**src/agc_pkg.sv**
```systemverilog
package agc_pkg;

    // Register byte addresses on the serial configuration port
    localparam logic [7:0] AGC_ADDR_PORT_CFG = 8'h00;
    localparam logic [7:0] AGC_ADDR_ADVANCE = 8'h71;
    localparam logic [7:0] AGC_ADDR_RATIO = 8'h72;
    localparam logic [7:0] AGC_ADDR_FORMAT = 8'h73;
    localparam logic [7:0] AGC_ADDR_TIMING = 8'h74;
    localparam logic [7:0] AGC_ADDR_LOOP = 8'h75;
    localparam logic [7:0] AGC_ADDR_TEST = 8'hc0;
    localparam logic [7:0] AGC_ADDR_W1_LO = 8'hc2;
    localparam logic [7:0] AGC_ADDR_W1_HI = 8'hc3;
    localparam logic [7:0] AGC_ADDR_W2_LO = 8'hc4;
    localparam logic [7:0] AGC_ADDR_W2_HI = 8'hc5;

    // Field positions
    localparam int AGC_BIT_SOFT_RESET = 5;
    localparam int AGC_BIT_ADVANCE = 0;
    localparam int AGC_BIT_DLL_SLOW = 6;
    localparam int AGC_BIT_DDR = 4;
    localparam int AGC_DRV_LSB = 5;
    localparam int AGC_TMODE_LSB = 6;

    // Reset values
    localparam logic [7:0] AGC_RST_BYTE = 8'h00;
    localparam logic [7:0] AGC_RST_TIMING = 8'h10;
    localparam logic [15:0] AGC_RST_WORD = 16'h0000;

    // One-hot selection codes, plus all-zero for the pin default, shared by the three mode fields
    typedef enum logic [2:0] {
        AGC_SEL_PIN = 3'b000,
        AGC_SEL_A = 3'b001,
        AGC_SEL_B = 3'b010,
        AGC_SEL_C = 3'b100
    } agc_sel_t;

    // Test pattern codes and fixed words
    localparam logic [1:0] AGC_TMODE_STATIC = 2'h0;
    localparam logic [1:0] AGC_TMODE_ALT = 2'h1;
    localparam logic [3:0] AGC_PAT_OFF = 4'h0;
    localparam logic [3:0] AGC_PAT_MID = 4'h1;
    localparam logic [3:0] AGC_PAT_ONES = 4'h2;
    localparam logic [3:0] AGC_PAT_ZEROS = 4'h3;
    localparam logic [3:0] AGC_PAT_CHECK = 4'h4;
    localparam logic [3:0] AGC_PAT_ONEZERO = 4'h7;
    localparam logic [3:0] AGC_PAT_USER = 4'h8;
    localparam logic [15:0] AGC_WORD_MID = 16'h8000;
    localparam logic [15:0] AGC_WORD_ONES = 16'hffff;
    localparam logic [15:0] AGC_WORD_ZEROS = 16'h0000;
    localparam logic [15:0] AGC_WORD_CHK1 = 16'haaaa;
    localparam logic [15:0] AGC_WORD_CHK2 = 16'h5555;

    // Defaults used when the selection pins are absent
    localparam logic [2:0] AGC_NOPIN_DIV = 3'b001;
    localparam logic [2:0] AGC_NOPIN_DRV = 3'b010;
    localparam logic [2:0] AGC_NOPIN_CODE = 3'b001;

    // Divider counter steps
    localparam logic [1:0] AGC_STEP_NORMAL = 2'h1;
    localparam logic [1:0] AGC_STEP_SLIP = 2'h2;
    localparam logic [1:0] AGC_MASK_DIV1 = 2'h0;
    localparam logic [1:0] AGC_MASK_DIV2 = 2'h1;
    localparam logic [1:0] AGC_MASK_DIV4 = 2'h3;

    // Resolved operating configuration, always one-hot per field
    typedef struct packed {
        logic [2:0] divider;
        logic [2:0] driver;
        logic [2:0] coding;
    } agc_cfg_t;

endpackage

```
**src/agc_config_regs.sv**
```systemverilog
//////////////////////////////////////////////////////////////////////////////
module agc_config_regs
    import agc_pkg::*;
#(
    parameter int PATTERN_LAT = 3,
    parameter bit PINS_PRESENT = 1'b0
) (
    input wire logic clk_sys,
    input wire logic srst,
    input wire logic reg_wr_en,
    input wire logic reg_rd_en,
    input wire logic [7:0] reg_addr,
    input wire logic [7:0] reg_wr_data,
    output logic [7:0] reg_rd_data,
    output logic reg_rd_valid,
    input wire logic [2:0] divider_pin_setting,
    input wire logic [2:0] driver_pin_setting,
    input wire logic [2:0] coding_pin_setting,
    output agc_cfg_t eff_cfg,
    output logic sample_strobe,
    output logic dll_slow,
    output logic ddr_en,
    output logic test_active,
    output logic [15:0] test_word
);

    initial begin
        if (PATTERN_LAT < 1 || PATTERN_LAT > 8) begin
            $error("PATTERN_LAT must lie in 1..8");
        end
    end

    //////////////////////////////////////////////////////////////////////////
    // Register storage
    logic [7:0] port_cfg_reg, advance_reg, ratio_reg, format_reg;
    logic [7:0] timing_reg, loop_reg, test_ctrl_reg;
    logic [15:0] word1_reg, word2_reg;
    logic [7:0] rd_data_reg;
    logic rd_valid_reg;

    // Address decode
    wire wr_port = reg_wr_en && (reg_addr == AGC_ADDR_PORT_CFG);
    wire wr_adv = reg_wr_en && (reg_addr == AGC_ADDR_ADVANCE);
    wire wr_ratio = reg_wr_en && (reg_addr == AGC_ADDR_RATIO);
    wire wr_fmt = reg_wr_en && (reg_addr == AGC_ADDR_FORMAT);
    wire wr_tim = reg_wr_en && (reg_addr == AGC_ADDR_TIMING);
    wire wr_loop = reg_wr_en && (reg_addr == AGC_ADDR_LOOP);
    wire wr_test = reg_wr_en && (reg_addr == AGC_ADDR_TEST);
    wire wr_w1lo = reg_wr_en && (reg_addr == AGC_ADDR_W1_LO);
    wire wr_w1hi = reg_wr_en && (reg_addr == AGC_ADDR_W1_HI);
    wire wr_w2lo = reg_wr_en && (reg_addr == AGC_ADDR_W2_LO);
    wire wr_w2hi = reg_wr_en && (reg_addr == AGC_ADDR_W2_HI);

    // Soft reset is a one-cycle command, the bit itself never stays set
    wire soft_rst = wr_port && reg_wr_data[AGC_BIT_SOFT_RESET];
    wire clr = srst || soft_rst;

    // Slip only on a 0 to 1 step of the stored bit
    wire slip_go = wr_adv && reg_wr_data[AGC_BIT_ADVANCE] && !advance_reg[AGC_BIT_ADVANCE];

    // Stored value folds in both readbacks so the host XOR yields its wish
    wire [7:0] timing_next = reg_wr_data ^ timing_reg ^ loop_reg;

    // Port config keeps every bit except the self-clearing reset bit
    wire [7:0] port_cfg_next = reg_wr_data & ~(8'h01 << AGC_BIT_SOFT_RESET);

    // Configuration writes; ratio and format ignore soft reset
    always_ff @(posedge clk_sys) begin
        if (srst) begin
            ratio_reg <= AGC_RST_BYTE;
            format_reg <= AGC_RST_BYTE;
            port_cfg_reg <= AGC_RST_BYTE;
        end else begin
            if (wr_ratio) ratio_reg <= reg_wr_data;
            if (wr_fmt) format_reg <= reg_wr_data;
            if (wr_port) port_cfg_reg <= port_cfg_next;
        end
    end

    // Registers returned to defaults by either reset
    always_ff @(posedge clk_sys) begin
        if (clr) begin
            advance_reg <= AGC_RST_BYTE;
            timing_reg <= AGC_RST_TIMING;
            loop_reg <= AGC_RST_BYTE;
            test_ctrl_reg <= AGC_RST_BYTE;
            word1_reg <= AGC_RST_WORD;
            word2_reg <= AGC_RST_WORD;
        end else begin
            if (wr_adv) advance_reg <= reg_wr_data;
            if (wr_tim) timing_reg <= timing_next;
            if (wr_loop) loop_reg <= reg_wr_data;
            if (wr_test) test_ctrl_reg <= reg_wr_data;
            if (wr_w1lo) word1_reg[7:0] <= reg_wr_data;
            if (wr_w1hi) word1_reg[15:8] <= reg_wr_data;
            if (wr_w2lo) word2_reg[7:0] <= reg_wr_data;
            if (wr_w2hi) word2_reg[15:8] <= reg_wr_data;
        end
    end

    //////////////////////////////////////////////////////////////////////////
    // Readback mux; unmapped addresses answer zero
    logic [7:0] rd_mux;
    assign rd_mux = (reg_addr == AGC_ADDR_PORT_CFG) ? port_cfg_reg :
                    (reg_addr == AGC_ADDR_ADVANCE) ? advance_reg :
                    (reg_addr == AGC_ADDR_RATIO) ? ratio_reg :
                    (reg_addr == AGC_ADDR_FORMAT) ? format_reg :
                    (reg_addr == AGC_ADDR_TIMING) ? timing_reg :
                    (reg_addr == AGC_ADDR_LOOP) ? loop_reg :
                    (reg_addr == AGC_ADDR_TEST) ? test_ctrl_reg :
                    (reg_addr == AGC_ADDR_W1_LO) ? word1_reg[7:0] :
                    (reg_addr == AGC_ADDR_W1_HI) ? word1_reg[15:8] :
                    (reg_addr == AGC_ADDR_W2_LO) ? word2_reg[7:0] :
                    (reg_addr == AGC_ADDR_W2_HI) ? word2_reg[15:8] : AGC_RST_BYTE;

    // Read data registered one cycle after the request
    always_ff @(posedge clk_sys) begin
        if (srst) begin
            rd_data_reg <= AGC_RST_BYTE;
            rd_valid_reg <= 1'b0;
        end else begin
            rd_valid_reg <= reg_rd_en;
            if (reg_rd_en) rd_data_reg <= rd_mux;
        end
    end
    assign reg_rd_data = rd_data_reg;
    assign reg_rd_valid = rd_valid_reg;

    //////////////////////////////////////////////////////////////////////////
    // Mode resolution: pin-default and illegal codes fall to a present one-hot pin, else to the no-pin default
    function automatic logic [2:0] agc_resolve(input logic [2:0] code, input logic [2:0] pin,
                                               input logic [2:0] nopin);
        logic [2:0] fallback;
        fallback = (PINS_PRESENT && $onehot(pin)) ? pin : nopin;
        agc_resolve = $onehot(code) ? code : fallback;
    endfunction

    agc_cfg_t cfg_next;
    agc_cfg_t cfg_reg;
    assign cfg_next.divider = agc_resolve(ratio_reg[2:0], divider_pin_setting,
                                          AGC_NOPIN_DIV);
    assign cfg_next.driver = agc_resolve(format_reg[AGC_DRV_LSB +: 3], driver_pin_setting,
                                         AGC_NOPIN_DRV);
    assign cfg_next.coding = agc_resolve(format_reg[2:0], coding_pin_setting,
                                         AGC_NOPIN_CODE);

    //////////////////////////////////////////////////////////////////////////
    // Divided clock phase counter; in divide by four only, a slip skips one count so the edge comes early
    logic [1:0] cnt_reg;
    logic strobe_reg;
    wire div4 = (cfg_reg.divider == AGC_SEL_C);
    wire div2 = (cfg_reg.divider == AGC_SEL_B);
    wire [1:0] cnt_mask = div4 ? AGC_MASK_DIV4 : (div2 ? AGC_MASK_DIV2 : AGC_MASK_DIV1);
    // A slip landing on the wrap count is held one cycle; skipping there would drop an edge
    logic slip_hold_reg;
    wire slip_now = (slip_go || slip_hold_reg) && div4;
    wire slip_wrap = slip_now && (cnt_reg == AGC_MASK_DIV4);
    wire [1:0] cnt_step = (slip_now && !slip_wrap) ? AGC_STEP_SLIP : AGC_STEP_NORMAL;
    wire [1:0] cnt_next = 2'((cnt_reg + cnt_step) & cnt_mask);

    always_ff @(posedge clk_sys) begin
        if (srst) begin
            cfg_reg <= {AGC_NOPIN_DIV, AGC_NOPIN_DRV, AGC_NOPIN_CODE};
            cnt_reg <= 2'h0;
            strobe_reg <= 1'b0;
            slip_hold_reg <= 1'b0;
        end else begin
            cfg_reg <= cfg_next;
            cnt_reg <= cnt_next;
            strobe_reg <= (cnt_next == 2'h0);
            slip_hold_reg <= slip_wrap;
        end
    end

    // Edge spacing seen by the checks; saturates so a long gap cannot wrap
    logic [2:0] since_reg;
    logic adv_reg;
    always_ff @(posedge clk_sys) begin
        if (srst) begin
            since_reg <= 3'h0;
            adv_reg <= 1'b0;
        end else begin
            since_reg <= strobe_reg ? 3'h1 : ((&since_reg) ? since_reg : 3'(since_reg + 3'h1));
            adv_reg <= (cnt_step == AGC_STEP_SLIP) || (adv_reg && !strobe_reg);
        end
    end

    //////////////////////////////////////////////////////////////////////////
    // Test control delay line; enabling is not tied to any sample edge
    logic [7:0] tp_pipe_reg [PATTERN_LAT];
    always_ff @(posedge clk_sys) begin
        if (srst) begin
            for (int i = 0; i < PATTERN_LAT; i++) tp_pipe_reg[i] <= AGC_RST_BYTE;
        end else begin
            tp_pipe_reg[0] <= test_ctrl_reg;
            for (int i = 1; i < PATTERN_LAT; i++) tp_pipe_reg[i] <= tp_pipe_reg[i-1];
        end
    end

    // Pattern decode from the delayed control byte
    wire [7:0] tp_ctrl = tp_pipe_reg[PATTERN_LAT-1];
    wire [3:0] pat = tp_ctrl[3:0];
    wire alt_mode = (tp_ctrl[AGC_TMODE_LSB +: 2] == AGC_TMODE_ALT);
    logic [15:0] pat_w1, pat_w2;
    logic pat_on, pat_two;
    always_comb begin
        pat_w1 = AGC_WORD_ZEROS;
        pat_w2 = AGC_WORD_ZEROS;
        pat_on = 1'b1;
        pat_two = 1'b0;
        unique case (pat)
            AGC_PAT_MID: pat_w1 = AGC_WORD_MID;
            AGC_PAT_ONES: pat_w1 = AGC_WORD_ONES;
            AGC_PAT_ZEROS: pat_w1 = AGC_WORD_ZEROS;
            AGC_PAT_CHECK: begin
                pat_w1 = AGC_WORD_CHK1;
                pat_w2 = AGC_WORD_CHK2;
                pat_two = 1'b1;
            end
            AGC_PAT_ONEZERO: begin
                pat_w1 = AGC_WORD_ONES;
                pat_w2 = AGC_WORD_ZEROS;
                pat_two = 1'b1;
            end
            AGC_PAT_USER: begin
                pat_w1 = word1_reg;
                pat_w2 = word2_reg;
                pat_two = 1'b1;
            end
            // Off and reserved codes drive no pattern
            default: pat_on = 1'b0;
        endcase
    end

    // Word alternates only when the mode asks and the code has two words
    wire swap = pat_on && alt_mode && pat_two;
    logic phase_reg, active_reg;
    logic [15:0] word_reg;
    always_ff @(posedge clk_sys) begin
        if (srst) begin
            phase_reg <= 1'b0;
            active_reg <= 1'b0;
            word_reg <= AGC_RST_WORD;
        end else begin
            active_reg <= pat_on;
            if (!swap) phase_reg <= 1'b0;
            else if (strobe_reg) phase_reg <= ~phase_reg;
            if (!pat_on) word_reg <= AGC_RST_WORD;
            else if (strobe_reg) word_reg <= (swap && phase_reg) ? pat_w2 : pat_w1;
        end
    end

    assign eff_cfg = cfg_reg;
    assign sample_strobe = strobe_reg;
    assign dll_slow = loop_reg[AGC_BIT_DLL_SLOW];
    assign ddr_en = timing_reg[AGC_BIT_DDR];
    assign test_active = active_reg;
    assign test_word = word_reg;

    //////////////////////////////////////////////////////////////////////////
    // Checks
    AST_SLIP_EARLY: assert property (@(posedge clk_sys) disable iff (srst)
        (strobe_reg && adv_reg && div4 && $past(div4, 4)) |-> (since_reg == 3'h3))
        else $error("slip did not advance divided edge by one cycle");
    AST_SLIP_EDGE: assert property (@(posedge clk_sys) disable iff (srst)
        (wr_adv && reg_wr_data[AGC_BIT_ADVANCE] && advance_reg[AGC_BIT_ADVANCE] && div4 &&
         !slip_hold_reg) |=> (cnt_reg == 2'($past(cnt_reg) + 2'h1)))
        else $error("repeated one write moved the divided clock");
    AST_DIV_LEGAL: assert property (@(posedge clk_sys) disable iff (srst)
        (ratio_reg[2:0] == 3'b100) |=> (eff_cfg.divider == 3'b100))
        else $error("divide by four code not applied");
    AST_KEEP_RATIO: assert property (@(posedge clk_sys) disable iff (srst)
        soft_rst |=> $stable(ratio_reg) && $stable(format_reg))
        else $error("soft reset altered ratio or format");
    AST_DRV_ONEHOT: assert property (@(posedge clk_sys) disable iff (srst)
        $onehot(eff_cfg.driver) && $onehot(eff_cfg.divider))
        else $error("driver or divider selection not one-hot");
    AST_CODE_FALLBACK: assert property (@(posedge clk_sys) disable iff (srst)
        (!$onehot(format_reg[2:0]) && !PINS_PRESENT) |=> (eff_cfg.coding == AGC_NOPIN_CODE))
        else $error("illegal coding code did not fall to default");
    AST_DDR_RESET: assert property (@(posedge clk_sys)
        srst |=> ddr_en)
        else $error("double rate not enabled after reset");
    AST_XOR_WRITE: assert property (@(posedge clk_sys) disable iff (srst)
        wr_tim |=> (timing_reg == ($past(reg_wr_data) ^ $past(timing_reg) ^ $past(loop_reg))))
        else $error("timing register XOR write wrong");
    AST_ALT_SWAP: assert property (@(posedge clk_sys) disable iff (srst)
        (swap && $past(swap) && strobe_reg && $past(strobe_reg) && (pat_w1 != pat_w2))
        |=> (word_reg != $past(word_reg)))
        else $error("alternating words did not swap");
    AST_SOFT_CLEAR: assert property (@(posedge clk_sys) disable iff (srst)
        soft_rst |=> (test_ctrl_reg == AGC_RST_BYTE) ##[1:12] !test_active)
        else $error("soft reset did not stop test pattern");

endmodule

```
**config.mk**
```make
export PLATFORM = sky130hd
export DESIGN_NAME = agc_config_regs
export DESIGN_NICKNAME = d
export VERILOG_FILES = /design/src/agc_pkg.sv /design/src/agc_config_regs.sv
export SDC_FILE = /design/constraint.sdc
export NUM_CORES = 1
export LEC_CHECK = 0
export ABC_CLOCK_PERIOD_IN_PS = 2900
export BUFFER_PORTS_ARGS = -buffer_cell sky130_fd_sc_hd__buf_2
export CAP_MARGIN = 20
export CELL_PAD_IN_SITES_DETAIL_PLACEMENT = 0
export CELL_PAD_IN_SITES_GLOBAL_PLACEMENT = 1
export CORE_ASPECT_RATIO = 1.75
export CORE_MARGIN = 2
export CORE_UTILIZATION = 49
export DETAILED_ROUTE_END_ITERATION = 6
export GPL_TIMING_DRIVEN = 0
export PLACE_DENSITY_LB_ADDON = 0.12
export SETUP_SLACK_MARGIN = 0.02
export SYNTH_ARGS = -nofsm -noshare
export SYNTH_HDL_FRONTEND = slang
export SYNTH_SLANG_ARGS = --single-unit
export TNS_END_PERCENT = 10
```
**constraint.sdc**
```tcl
create_clock -name clk_sys -period 2.9 [get_ports clk_sys]
set_input_delay 0.145 -clock clk_sys [delete_from_list [all_inputs] [get_ports clk_sys]]
set_output_delay 0.145 -clock clk_sys [all_outputs]
set_load 0.05 [all_outputs]
```
==> impl_metrics.tcl <==
set metrics [dict create \
    place.port_buffers 53 \
    areaGrowthSynthToFinish_pct 15.4 \
    ff2ff_setup_slack_ns 0.79 \
    antenna_left 0 \
    syn_avg_cell_area_um2 9.56 \
    routed_wl_mm 19.6 \
    worstHoldStart "reg_wr_data[4]" \
    ys_ff_latch 145 \
    dp_hpwl_mm 14.6 \
    dr.pass1.iters 6 \
    drive_gt1_share_pct 18.0 \
    cp_max_fo 8 \
    cts_max_level 4 \
    ctsLongestPathBuffers 2 \
    worstHoldPathType "in -> reg" \
    setup_viol 0 \
    grt_max_degree 17 \
    die_h_um 160 \
    ys_seq_area_share_pct 42.7 \
    grt-ovfl-total 0 \
    worstSetupEndpointType "flop" \
    min_period_ns 2.11 \
    slew_violations 0 \
    post_cts_buffers 0 \
    cts.clk_slew.worst_paths_ns 0.07 \
    vias 5584 \
    postCtsHoldBufs 0 \
    yosysWarnings 0 \
    drcViolationCount 0 \
    critPathLaunchType "flop" \
    dieWidth_um 93.0 \
    cts.repair.resized 0 \
    fillers 1304 \
    antenna_found_initial 0 \
    dp_cells 941 \
    cts_inserted_buffers 17 \
    max_freq_mhz 473 \
    arrival_ns 2.49 \
    hold_viol_final 0 \
    core_um2 13700 \
    die-area_um2 14900 \
    hold_end "timing_reg[4]" \
    r2r_cells 6 \
    gp_congestion 0.909 \
    synth_flop_cell "dfxtp_1" \
    rr_endpoint "test_word[0]" \
    r2r-start "phase_reg" \
    clock_skew_ns 0.00737 \
    p_leak_nw 3.45 \
    rsz0062_at_grt "no" \
    fin_crit_sh_pct 72.9 \
    worst_pin_slew_ns 0.770 \
    diodes 0 \
    cp.required_ns 3.27 \
    final_net_count 816 \
    status "complete, no violations" \
    p_per_area_nw_per_um2 554 \
    wl_per_cell_um 20.1 \
    syn-cell-area_um2 6790 \
    cts-root-buf "clkbuf_16" \
    clk_latency_ns 0.43 \
    initial_core_util_pct 49.6 \
    routed_via_density 5.74 \
    io_pins 67 \
    instances_no_fill 973 \
    yosysUniqueCellTypes 76 \
    grt_pass1_vias 5589 \
    grt_pass1_wl_mm 30.6 \
    synth_edf_count 0 \
    cts_tree "yes" \
    synth_fp_nets 744 \
    grt_use_total_pct 27.0 \
    placementRows 57 \
    clock_sinks 145 \
    maxCapViolCount 0 \
    setup.worst_path.class "reg -> reg" \
    drt-initial-drc-count 371 \
    setup_tns_ns 0 \
    ir_drop_mv 0.400 \
    synthArstFlopShare_pct 0 \
    slew_headroom_pct 48.7 \
    synthCells 711 \
    largest_reg_flops 18 \
    hold_depth 5 \
]
where the power goes:
group | switching, mW | internal, mW
Combinational | 0.174 | 0.0755
Clock | 0.952 | 1.14
Sequential | 0.00494 | 2.00
Total | 1.13 | 3.21
final cells by class:
cell class | count | area, um2 | area share, %
buffer | 47 | 282 | 3.59
clock buffer | 18 | 439 | 5.60
clock inverter | 14 | 121 | 1.55
inverter | 16 | 60.1 | 0.766
multi-input combinational | 503 | 3550 | 45.3
sequential | 145 | 2900 | 37.0
tap | 177 | 221 | 2.82
timing repair buffer | 53 | 265 | 3.38
metal layers:
| layer | vias to the layer above | global-route usage (%) | wire length [um] |
|---|---|---|---|
| li1 | 2648 | - | - |
| met1 | 2732 | 29.4 | 7560 |
| met2 | 156 | 49.0 | 10400 |
| met3 | 48 | 4.58 | 645 |
| met4 | 0 | 14.1 | 947 |
| met5 | - | 0 | 0 |
critical path, stage by stage, from the launching register on:
cell and delay, ns:
dfxtp_1 0.43, and3b_1 0.18, clkbuf_1 0.28, a32oi_1 0.19, o21ai_1 0.61, o22a_1 0.25, a22o_1 0.12
placed cells by master, fill, tap and decap left out, drive strengths merged, types with 9 or more instances in the layout:
cell type,n
dfxtp,145
nor2,112
mux2i,87
buf,80
nand2,47
clkbuf,38
nor2b,24
inv,22
a21oi,21
o21ai,21
xor2,19
a22o,15
o22a,14
nand2b,10
and2,10
nand3,9
synthesized netlist by cell type (6+ instances only):
master     instances  area, um2
mux2i_1           87        871
o21ai_0           16       80.1
nor2b_1           24        150
o2bb2ai_1          8       70.1
clkbuf_1          20       75.1
a22o_1            15        131
nor2_1           112        420
nand2b_1          10       62.6
dfxtp_1          145       2900
a21oi_1           20        100
and2_1             9       56.3
nand3_1            7       35.0
xor2_1            19        166
buf_2             12       60.1
a22oi_1            7       52.6
o22a_1            14        123
nand2_1           44        165
inv_1             15       56.3
buf_6              9        101
buf_4              6       45.0
worst max path at each step:
stage	cells past startpoint	slack, ns	to	from
CTS	6	0.77	test_word[0]	phase_reg
floorplan	6	1.13	test_word[11]	tp_pipe_reg[0][17]
detailed placement	9	0.75	word2_reg[10]	reg_addr[2]
finish	6	0.79	test_word[0]	phase_reg
global route	6	0.65	test_word[2]	phase_reg
global placement	9	0.78	word2_reg[10]	reg_addr[2]
logic make-up (layout without fill, tap and decap cells):
| group | count (synthesis) | after routing | share of synthesized area (%) |
|---|---|---|---|
| xor+xnor | 22 | 22 | 2.84 |
| mux | 89 | 89 | 13.1 |
| buf+inv | 63 | 148 | 5.03 |
| compound gates | 137 | 137 | 15.2 |
| fa+ha+maj | 4 | 4 | 1.07 |
| simple gates | 251 | 251 | 20.0 |
| flops | 145 | 145 | 42.7 |
metrics by stage:
step	worst slack [ns]	instance area, um2	total power, mW	hold slack (ns)	util, %
after floorplan	1.13	6790	2.21	0.396	-
after global placement	0.779	7280	2.29	0.418	53.2
after detailed placement	0.748	7280	2.29	0.425	53.2
after CTS	0.775	7840	4.37	0.0784	57.3
after global routing	0.651	7840	4.48	0.122	57.3
final	0.787	7840	4.35	0.0828	57.3
No activity file was read; power rests on OpenSTA's default activity.
